==> src/port_s_consts.vh <==
`ifndef PORT_S_CONSTS_VH
`define PORT_S_CONSTS_VH
// register indices; each register owns one 32-bit word
`define IDX_PIN_DATA         10'h0D6
`define IDX_PIN_DIRECTION    10'h0D7
`define IDX_PULLUP_DRIVE     10'h0DB
`define IDX_SERIAL_CTRL      10'h0E0
`define IDX_SERIAL_STATUS    10'h0E4
// byte address is four times the index
`define ADDR_PIN_DATA        {`IDX_PIN_DATA, 2'b00}
`define ADDR_PIN_DIRECTION   {`IDX_PIN_DIRECTION, 2'b00}
`define ADDR_PULLUP_DRIVE    {`IDX_PULLUP_DRIVE, 2'b00}
`define ADDR_SERIAL_CTRL     {`IDX_SERIAL_CTRL, 2'b00}
`define ADDR_SERIAL_STATUS   {`IDX_SERIAL_STATUS, 2'b00}
// reset values
`define RST_PIN_DATA         8'h00
`define RST_PIN_DIRECTION    8'h00
`define RST_PULLUP_DRIVE     8'h07
`define RST_SERIAL_CTRL      8'h00
// pullup/drive fields
`define PUD_WRITE_MASK       8'h77
`define PUD_PULLUP_LO        0
`define PUD_PULLUP_MID       1
`define PUD_PULLUP_UP        2
`define PUD_RDRV_LO          4
`define PUD_RDRV_MID         5
`define PUD_RDRV_UP          6
// serial control fields
`define SC_SPI_ENABLE        0
`define SC_MASTER            1
`define SC_SS_OUT_EN         2
`define SC_SCI_RX_EN         3
`define SC_SCI_TX_EN         4
`define SC_WRITE_MASK        8'h1F
// axi responses
`define RESP_OKAY            2'b00
`define RESP_SLVERR          2'b10
`endif

==> src/pin_mux.v <==
`timescale 1ns/1ns
`default_nettype none
// ----------------------------------------
// per-pin ownership and drive resolution
// ----------------------------------------
module pin_mux (
    input  wire [7:0] direction,
    input  wire [7:0] latch,
    input  wire       spi_en,
    input  wire       master,
    input  wire       ss_out_en,
    input  wire       sci_rx_en,
    input  wire       sci_tx_en,
    input  wire       spi_sck_out,
    input  wire       spi_mosi_out,
    input  wire       spi_miso_out,
    input  wire       sci_txd,
    output reg  [7:0] pin_oe,
    output reg  [7:0] pin_out,
    output reg  [7:0] serial_owned
);
    // ownership picks the data source; direction picks drive except where an enabled serial function forces the pin in or out
    always @* begin
        pin_oe       = direction;
        pin_out      = latch;
        serial_owned = 8'h00;
        if (sci_rx_en) begin
            pin_oe[0] = 1'b0;
        end
        if (sci_tx_en) begin
            pin_oe[1]       = 1'b1;
            pin_out[1]      = sci_txd;
            serial_owned[1] = 1'b1;
        end
        // pins 2 and 3 keep plain gpio behaviour
        if (spi_en) begin
            if (master) begin
                pin_oe[4]  = 1'b0;
                pin_oe[5]  = direction[5];
                pin_out[5] = spi_mosi_out;
                pin_oe[6]  = direction[6];
                pin_out[6] = spi_sck_out;
                serial_owned[6:5] = direction[6:5];
                // direction seven: fault input or ss/gp output
                pin_oe[7] = direction[7];
                if (ss_out_en && direction[7]) begin
                    pin_out[7]      = 1'b0;
                    serial_owned[7] = 1'b1;
                end
            end else begin
                pin_oe[4]       = direction[4];
                pin_out[4]      = spi_miso_out;
                serial_owned[4] = direction[4];
                pin_oe[5]       = 1'b0;
                pin_oe[6]       = 1'b0;
                pin_oe[7]       = 1'b0;
            end
        end
    end
endmodule // pin_mux
`default_nettype wire

==> src/pin_sync.v <==
`timescale 1ns/1ns
`default_nettype none
// ----------------------------------------
// three-stage pin synchroniser
// ----------------------------------------
module pin_sync #(
    parameter W = 8
) (
    input  wire         mclk,
    input  wire         rst_n,
    input  wire [W-1:0] raw,
    output reg  [W-1:0] level
);
    reg [W-1:0] s1;
    reg [W-1:0] s2;
    reg [W-1:0] s3;
    // level changes only when stages two and three agree
    always @(posedge mclk or negedge rst_n) begin
        if (!rst_n) begin
            s1    <= {W{1'b0}};
            s2    <= {W{1'b0}};
            s3    <= {W{1'b0}};
            level <= {W{1'b0}};
        end else begin
            s1    <= raw;
            s2    <= s1;
            s3    <= s2;
            level <= (s2 & s3) | (level & (s2 | s3));
        end
    end
endmodule // pin_sync
`default_nettype wire

==> src/serial_shared_port_pins.v <==
// Implementation choice: the AXI4-Lite interface to the registers.
`timescale 1ns/1ns
`default_nettype none
`include "port_s_consts.vh"
module serial_shared_port_pins (
    input  wire        mclk,
    input  wire        rst_n,
    // axi4-lite slave
    input  wire [11:0] s_axi_awaddr,
    input  wire        s_axi_awvalid,
    output wire        s_axi_awready,
    input  wire [31:0] s_axi_wdata,
    input  wire [3:0]  s_axi_wstrb,
    input  wire        s_axi_wvalid,
    output wire        s_axi_wready,
    output reg  [1:0]  s_axi_bresp,
    output reg         s_axi_bvalid,
    input  wire        s_axi_bready,
    input  wire [11:0] s_axi_araddr,
    input  wire        s_axi_arvalid,
    output wire        s_axi_arready,
    output reg  [31:0] s_axi_rdata,
    output reg  [1:0]  s_axi_rresp,
    output reg         s_axi_rvalid,
    input  wire        s_axi_rready,
    // serial function side
    input  wire        spi_sck_out,
    input  wire        spi_mosi_out,
    input  wire        spi_miso_out,
    input  wire        sci_txd,
    input  wire        spi_fault_req,
    output wire        spi_enable,
    output wire        spi_master,
    output wire [7:0]  pin_level,
    // pins
    input  wire [7:0]  pin_in,
    output wire [7:0]  pin_out,
    output wire [7:0]  pin_oe,
    output wire [7:0]  pin_pullup,
    output wire [7:0]  pin_reduced_drive
);
    // ----------------------------------------
    // registers
    // ----------------------------------------
    reg  [7:0] latch;
    reg  [7:0] direction;
    reg  [7:0] pullup_drive;
    reg  [7:0] serial_ctrl;
    reg        mode_fault_flag;
    reg  [11:0] aw_addr;
    reg        aw_held;
    reg  [31:0] w_data;
    reg  [3:0] w_strb;
    reg        w_held;
    wire [7:0] serial_owned;
    wire [7:0] mux_oe;
    wire [7:0] mux_out;
    wire [7:0] synced;
    wire       do_write;
    wire       do_read;
    wire       mode_fault_clear;
    reg  [7:0] next_rdata;
    reg        next_rok;

    assign spi_enable = serial_ctrl[`SC_SPI_ENABLE];
    assign spi_master = serial_ctrl[`SC_MASTER];
    assign pin_level  = synced;

    // ----------------------------------------
    // pin path
    // ----------------------------------------
    pin_sync #(.W(8)) u_sync (
        .mclk  (mclk),
        .rst_n (rst_n),
        .raw   (pin_in),
        .level (synced)
    );

    pin_mux u_mux (
        .direction    (direction),
        .latch        (latch),
        .spi_en       (serial_ctrl[`SC_SPI_ENABLE]),
        .master       (serial_ctrl[`SC_MASTER]),
        .ss_out_en    (serial_ctrl[`SC_SS_OUT_EN]),
        .sci_rx_en    (serial_ctrl[`SC_SCI_RX_EN]),
        .sci_tx_en    (serial_ctrl[`SC_SCI_TX_EN]),
        .spi_sck_out  (spi_sck_out),
        .spi_mosi_out (spi_mosi_out),
        .spi_miso_out (spi_miso_out),
        .sci_txd      (sci_txd),
        .pin_oe       (mux_oe),
        .pin_out      (mux_out),
        .serial_owned (serial_owned)
    );

    assign pin_oe  = mux_oe;
    // latch drives only pins not owned by a serial function
    assign pin_out = mux_out;

    // group enables fanned out; pull-up dropped wherever pin drives
    assign pin_pullup = {{4{pullup_drive[`PUD_PULLUP_UP]}},
                         {2{pullup_drive[`PUD_PULLUP_MID]}},
                         {2{pullup_drive[`PUD_PULLUP_LO]}}} & ~mux_oe;
    assign pin_reduced_drive = {{4{pullup_drive[`PUD_RDRV_UP]}},
                                {2{pullup_drive[`PUD_RDRV_MID]}},
                                {2{pullup_drive[`PUD_RDRV_LO]}}};

    // ----------------------------------------
    // axi write channel capture
    // ----------------------------------------
    assign s_axi_awready = !aw_held && !s_axi_bvalid;
    assign s_axi_wready  = !w_held && !s_axi_bvalid;
    assign do_write      = aw_held && w_held && !s_axi_bvalid;

    // address and data are taken independently, in either order
    always @(posedge mclk or negedge rst_n) begin
        if (!rst_n) begin
            aw_held <= 1'b0;
            w_held  <= 1'b0;
            aw_addr <= 12'h000;
            w_data  <= 32'h0000_0000;
            w_strb  <= 4'h0;
        end else begin
            if (s_axi_awvalid && s_axi_awready) begin
                aw_held <= 1'b1;
                aw_addr <= s_axi_awaddr;
            end else if (do_write) begin
                aw_held <= 1'b0;
            end
            if (s_axi_wvalid && s_axi_wready) begin
                w_held <= 1'b1;
                w_data <= s_axi_wdata;
                w_strb <= s_axi_wstrb;
            end else if (do_write) begin
                w_held <= 1'b0;
            end
        end
    end

    // register updates and write response
    always @(posedge mclk or negedge rst_n) begin
        if (!rst_n) begin
            latch        <= `RST_PIN_DATA;
            direction    <= `RST_PIN_DIRECTION;
            pullup_drive <= `RST_PULLUP_DRIVE;
            serial_ctrl  <= `RST_SERIAL_CTRL;
            s_axi_bvalid <= 1'b0;
            s_axi_bresp  <= `RESP_OKAY;
        end else begin
            if (s_axi_bvalid && s_axi_bready) begin
                s_axi_bvalid <= 1'b0;
            end
            if (do_write) begin
                s_axi_bvalid <= 1'b1;
                s_axi_bresp  <= `RESP_OKAY;
                case (aw_addr & 12'hFFC)
                    (`ADDR_PIN_DATA & 12'hFFC): begin
                        // every register sits alone in its own word
                    end
                    default: begin
                    end
                endcase
                if (aw_addr == `ADDR_PIN_DATA) begin
                    // latch updates whenever byte lane 0 is strobed, even under serial ownership
                    if (w_strb[0]) latch <= w_data[7:0];
                end else if (aw_addr == `ADDR_PIN_DIRECTION) begin
                    if (w_strb[0]) direction <= w_data[7:0];
                end else if (aw_addr == `ADDR_PULLUP_DRIVE) begin
                    if (w_strb[0]) pullup_drive <= w_data[7:0] & `PUD_WRITE_MASK;
                end else if (aw_addr == `ADDR_SERIAL_CTRL) begin
                    if (w_strb[0]) serial_ctrl <= w_data[7:0] & `SC_WRITE_MASK;
                end else if (aw_addr != `ADDR_SERIAL_STATUS) begin
                    s_axi_bresp <= `RESP_SLVERR;
                end
            end
        end
    end

    // ----------------------------------------
    // mode fault
    // ----------------------------------------
    assign mode_fault_clear = do_write && (aw_addr == `ADDR_SERIAL_STATUS) &&
                              w_strb[0] && w_data[0];
    // fault needs master, spi on and pin seven an input; set beats clear
    always @(posedge mclk or negedge rst_n) begin
        if (!rst_n) begin
            mode_fault_flag <= 1'b0;
        end else if (direction[7]) begin
            mode_fault_flag <= 1'b0;
        end else if (serial_ctrl[`SC_SPI_ENABLE] && serial_ctrl[`SC_MASTER] &&
                     (spi_fault_req || !synced[7])) begin
            mode_fault_flag <= 1'b1;
        end else if (mode_fault_clear) begin
            mode_fault_flag <= 1'b0;
        end
    end

    // ----------------------------------------
    // axi read channel
    // ----------------------------------------
    assign s_axi_arready = !s_axi_rvalid;
    assign do_read       = s_axi_arvalid && s_axi_arready;

    // readback mixes pin level for inputs and latch for outputs
    always @* begin
        next_rdata = 8'h00;
        next_rok   = 1'b1;
        if (s_axi_araddr == `ADDR_PIN_DATA) begin
            next_rdata = (synced & ~mux_oe) | (latch & mux_oe);
        end else if (s_axi_araddr == `ADDR_PIN_DIRECTION) begin
            next_rdata = direction;
        end else if (s_axi_araddr == `ADDR_PULLUP_DRIVE) begin
            next_rdata = pullup_drive & `PUD_WRITE_MASK;
        end else if (s_axi_araddr == `ADDR_SERIAL_CTRL) begin
            next_rdata = serial_ctrl;
        end else if (s_axi_araddr == `ADDR_SERIAL_STATUS) begin
            next_rdata = {7'h00, mode_fault_flag};
        end else begin
            next_rok = 1'b0;
        end
    end

    // one-cycle read answer, held until rready
    always @(posedge mclk or negedge rst_n) begin
        if (!rst_n) begin
            s_axi_rvalid <= 1'b0;
            s_axi_rdata  <= 32'h0000_0000;
            s_axi_rresp  <= `RESP_OKAY;
        end else if (do_read) begin
            s_axi_rvalid <= 1'b1;
            s_axi_rdata  <= {24'h000000, next_rdata};
            s_axi_rresp  <= next_rok ? `RESP_OKAY : `RESP_SLVERR;
        end else if (s_axi_rvalid && s_axi_rready) begin
            s_axi_rvalid <= 1'b0;
        end
    end
endmodule // serial_shared_port_pins
`default_nettype wire

==> config.mk <==
export PLATFORM = sky130hd
export DESIGN_NAME = serial_shared_port_pins
export DESIGN_NICKNAME = d
export VERILOG_FILES = /design/src/pin_mux.v /design/src/pin_sync.v /design/src/serial_shared_port_pins.v
export VERILOG_INCLUDE_DIRS = /design/src
export SDC_FILE = /design/constraint.sdc
export NUM_CORES = 1
export LEC_CHECK = 0
export ABC_AREA = 1
export BUFFER_PORTS_ARGS = -buffer_cell sky130_fd_sc_hd__buf_2
export CORE_MARGIN = 2
export CORE_UTILIZATION = 54
export DETAILED_ROUTE_END_ITERATION = 7
export HOLD_SLACK_MARGIN = 0.03
export PLACE_DENSITY_LB_ADDON = 0.05
export SYNTH_ARGS = -nofsm -noshare
export SYNTH_HDL_FRONTEND = slang
export SYNTH_HIERARCHICAL = 1
export SYNTH_SLANG_ARGS = --single-unit
==> constraint.sdc <==
create_clock -name mclk -period 2.69 [get_ports mclk]
set_input_delay 0 -clock mclk [delete_from_list [all_inputs] [get_ports mclk]]
set_output_delay 0 -clock mclk [all_outputs]
set_load 0.01 [all_outputs]
==> results.md <==
Outcome:
- The run finished with clean final reports.

Timing:
- The number of setup violations in the final report is 0.
- The tightest hold path in the finished design has a slack of between 0.07 and 0.08 ns.
- The max-slew violation count is 0.
- The number of hold violations in the final report was 0.
- Setup repair after global routing left no endpoint under its margin.
- Of the available clock period, the critical path in the final layout requires 0.644.
- The worst setup skew after layout is roughly 0.010 ns.
- The worst slew slack as a fraction of its limit is 0.483.
- The top achievable clock speed is 577 MHz.
- The transition time at the pin with the least slew margin is just under 0.8 ns.
- The final sum of negative setup slack is 0 ns.
- The time the worst path needs with I/O delays and setup is 1.73 ns.

Placement:
- The number of buffers inserted by port buffering is roughly 110.
- At the end of routability-driven placement, the weighted congestion stood at around 1.1.
- The placed wire-length estimate after detailed placement is ~6900 um.

Synthesis:
- Yosys printed 6 warnings.
- A synthesized cell averages 9.14 um^2.
- Synthesis handed over a netlist of 490 instances.
- The area of the mapped netlist is ~4500 um^2.

Layout:
- The layout overhead on the synthesized area is 21.8%.
- In the final layout, the multi-input gates occupy 1680 um^2.
- The area of all sequential standard cells is between 2000 and 2500 um^2.
- Of the cells placed in the final design, the portion with a size suffix greater than 1 is 0.281.
- The number of fill cells is 670.
- The number of inserted diodes is 0.
- The final layout contains between 700 and 800 nets.

Power:
- The power density normalized to cell area is between 600 and 700 nW/um^2.
- IR analysis of the VDD net gives a maximum drop of around 0.48 mV.
- The leakage component of the power is 2.84 nW.

Detailed routing:
- The detailed router put a total of roughly 4400 um of wire on met1.
- The first-iteration detailed-routing DRC count is 298.
- In the routed layout, each cell is associated on average with a via count of 4.84.
- The detailed-route DRC error count is 0.
- The routed wirelength normalized by instance count is 13.2 um.
- Detailed routing placed a total of 511 um of wire on met3.
- The met2 layer wire length in the routed design is 4530 um.
- The via total after detailed routing is 3556.
- The total wirelength of the detailed-routed design is ~9700 um.
- The number of nets with antenna violations after detailed routing is 0.
- The first detailed-routing pass took 5 iterations.
- After detailed routing, no signal wire sits above met4.

Clock network:
- The tree built by TritonCTS fans out to 95 sinks.
- The clock tree from TritonCTS is built.
- Once the clock tree was built, the resizer swapped 0 gates to a different size.
- The buffer cell driving the clock tree root is sky130_fd_sc_hd__clkbuf_8.
- The number of buffers on the longest clock path is 2.
- The H-tree depth is 3.
- Counting the buffers created by CTS gives 9.
- At the later pin of the worst-skew pair, clock insertion delay measures 0.36 ns.
- Clock-pin slew was measured on the worst setup and hold paths at 0.10 ns.

Setup path:
- For the worst setup path, the data required time is between 2 and 3 ns.
- In this run the worst path has a maximum fanout of 6.
- The most critical setup path has its startpoint at serial_ctrl[1].
- The startpoint of the worst-slack reg-to-reg timing path is serial_ctrl[1].
- The worst setup path is launched from a register.
- The class of the most critical setup path is reg2reg.
- The signal arrival time at the worst endpoint is between 1.5 and 2 ns.
- The kind of capture point of the worst setup path is a register.

Die:
- The total die area is 9040 um^2.
- The number of primary I/O pins is 163.
- The core box area is around 8000 um^2.
- The horizontal extent of the die is 95.1 um.
- The floorplan has 33 rows.
- The initial standard-cell utilization of the core is 0.551.
- In this run the vertical extent of the chip is approximately 95 um.

Hold path:
- The type of the most critical hold path is in2reg.
- The startpoint of the lowest-slack hold path is s_axi_araddr[6].

GRT:
- The overall routing resource usage is 0.229.
- The remaining global-route overflow is 0.
- The first-pass GRT wire length is about 16000 um.
- The number of antenna violations at the first check in global routing is 0.
- The via count of the first global-routing pass came to ~3300.
- Entering global routing, the biggest net connects 62 pins.

Run:
- The max capacitance violation total is 0.
==> cell type report <==
| type | count | area share |
|---|---|---|
| clock buffers | 11 | 0.0259 |
| clock inverters | 5 | 0.00757 |
| inverters | 51 | 0.0351 |
| multi-input cells | 324 | 0.307 |
| flip-flops and latches | 95 | 0.436 |
| well taps | 105 | 0.0241 |
| repair buffers | 144 | 0.164 |
==> report_power, final <==
part	internal, mW	switching (mW)
clock network	0.371	0.515
registers	1.67	0.155
logic	0.329	0.545
total	2.36	1.22
==> critical path, cell delays in order (launching register included) <==
cell and delay [ns]:
sky130_fd_sc_hd__dfrtp_1 0.49, sky130_fd_sc_hd__inv_1 0.10, sky130_fd_sc_hd__nand2_1 0.09, sky130_fd_sc_hd__inv_1 0.08, sky130_fd_sc_hd__nor2_1 0.22, sky130_fd_sc_hd__mux2_2 0.39, sky130_fd_sc_hd__nand2_1 0.08, sky130_fd_sc_hd__nand3_1 0.08
sky130_fd_sc_hd__nand2_1 0.06, sky130_fd_sc_hd__nand2_1 0.05
==> flip-flops by register name (all words and copies together), names as in the netlist, 5 cells and up <==
register / cells
aw_addr: 12
direction: 8
latch: 8
pullup_drive: 6
s_axi_rdata: 8
serial_ctrl: 5
u_sync/level: 8
u_sync/s1: 8
u_sync/s2: 8
u_sync/s3: 8
w_data: 8
==> layout by cell type (no fill, tap or decap), types with 4 or more instances in the layout <==
master and instances:
sky130_fd_sc_hd__buf_2 108, sky130_fd_sc_hd__nand2_1 103, sky130_fd_sc_hd__dfrtp_1 92, sky130_fd_sc_hd__nor2_1 54, sky130_fd_sc_hd__inv_1 47, sky130_fd_sc_hd__dlygate4sd3_1 33
sky130_fd_sc_hd__nand3_1 27, sky130_fd_sc_hd__conb_1 26, sky130_fd_sc_hd__a21oi_1 25, sky130_fd_sc_hd__o21ai_1 19, sky130_fd_sc_hd__mux2_2 12, sky130_fd_sc_hd__clkbuf_8 10
sky130_fd_sc_hd__o21ai_2 8, sky130_fd_sc_hd__o21ai_0 6, sky130_fd_sc_hd__nand3b_1 6, sky130_fd_sc_hd__nor2_2 5, sky130_fd_sc_hd__nor2_4 5, sky130_fd_sc_hd__nor3_1 5
sky130_fd_sc_hd__nand2_2 4
==> path summary, 6_finish.rpt <==
path                                   endpoint  slack [ns]  cells after the start
worst max register to register   s_axi_rdata[6]        0.96                      9
min in group asynchronous            aw_addr[4]        0.27                      2
worst min-delay path             s_axi_rresp[1]        0.07                      5
worst min register to register     u_sync/s2[5]        0.35                      0
worst max-delay path             s_axi_rdata[6]        0.96                      9
max in group asynchronous       pullup_drive[2]        1.62                      3
==> layer usage <==
metal	vias up	global-route usage
met5	-	0
li1	1767	-
met4	0	0.0930
met2	125	0.358
met3	17	0.0308
met1	1647	0.324
==> metrics by stage <==
step,power [mW],instance area (um^2),instances,setup WS (ns),utilization
floorplan,2.44,4570,515,1.10,-
global placement,2.65,4940,686,1.05,0.608
detailed placement,2.69,4940,686,1.03,0.608
CTS,3.61,5460,735,1.01,0.671
global route,3.81,5460,735,0.776,0.671
finish,3.58,5460,735,0.958,0.671
==> what timing repair did <==
item                                   in CTS  in global routing
buffers inserted                            0                  0
endpoints found under the hold margin      89                  0
hold buffers                               33                  0
(Power assumes the default switching activity.)
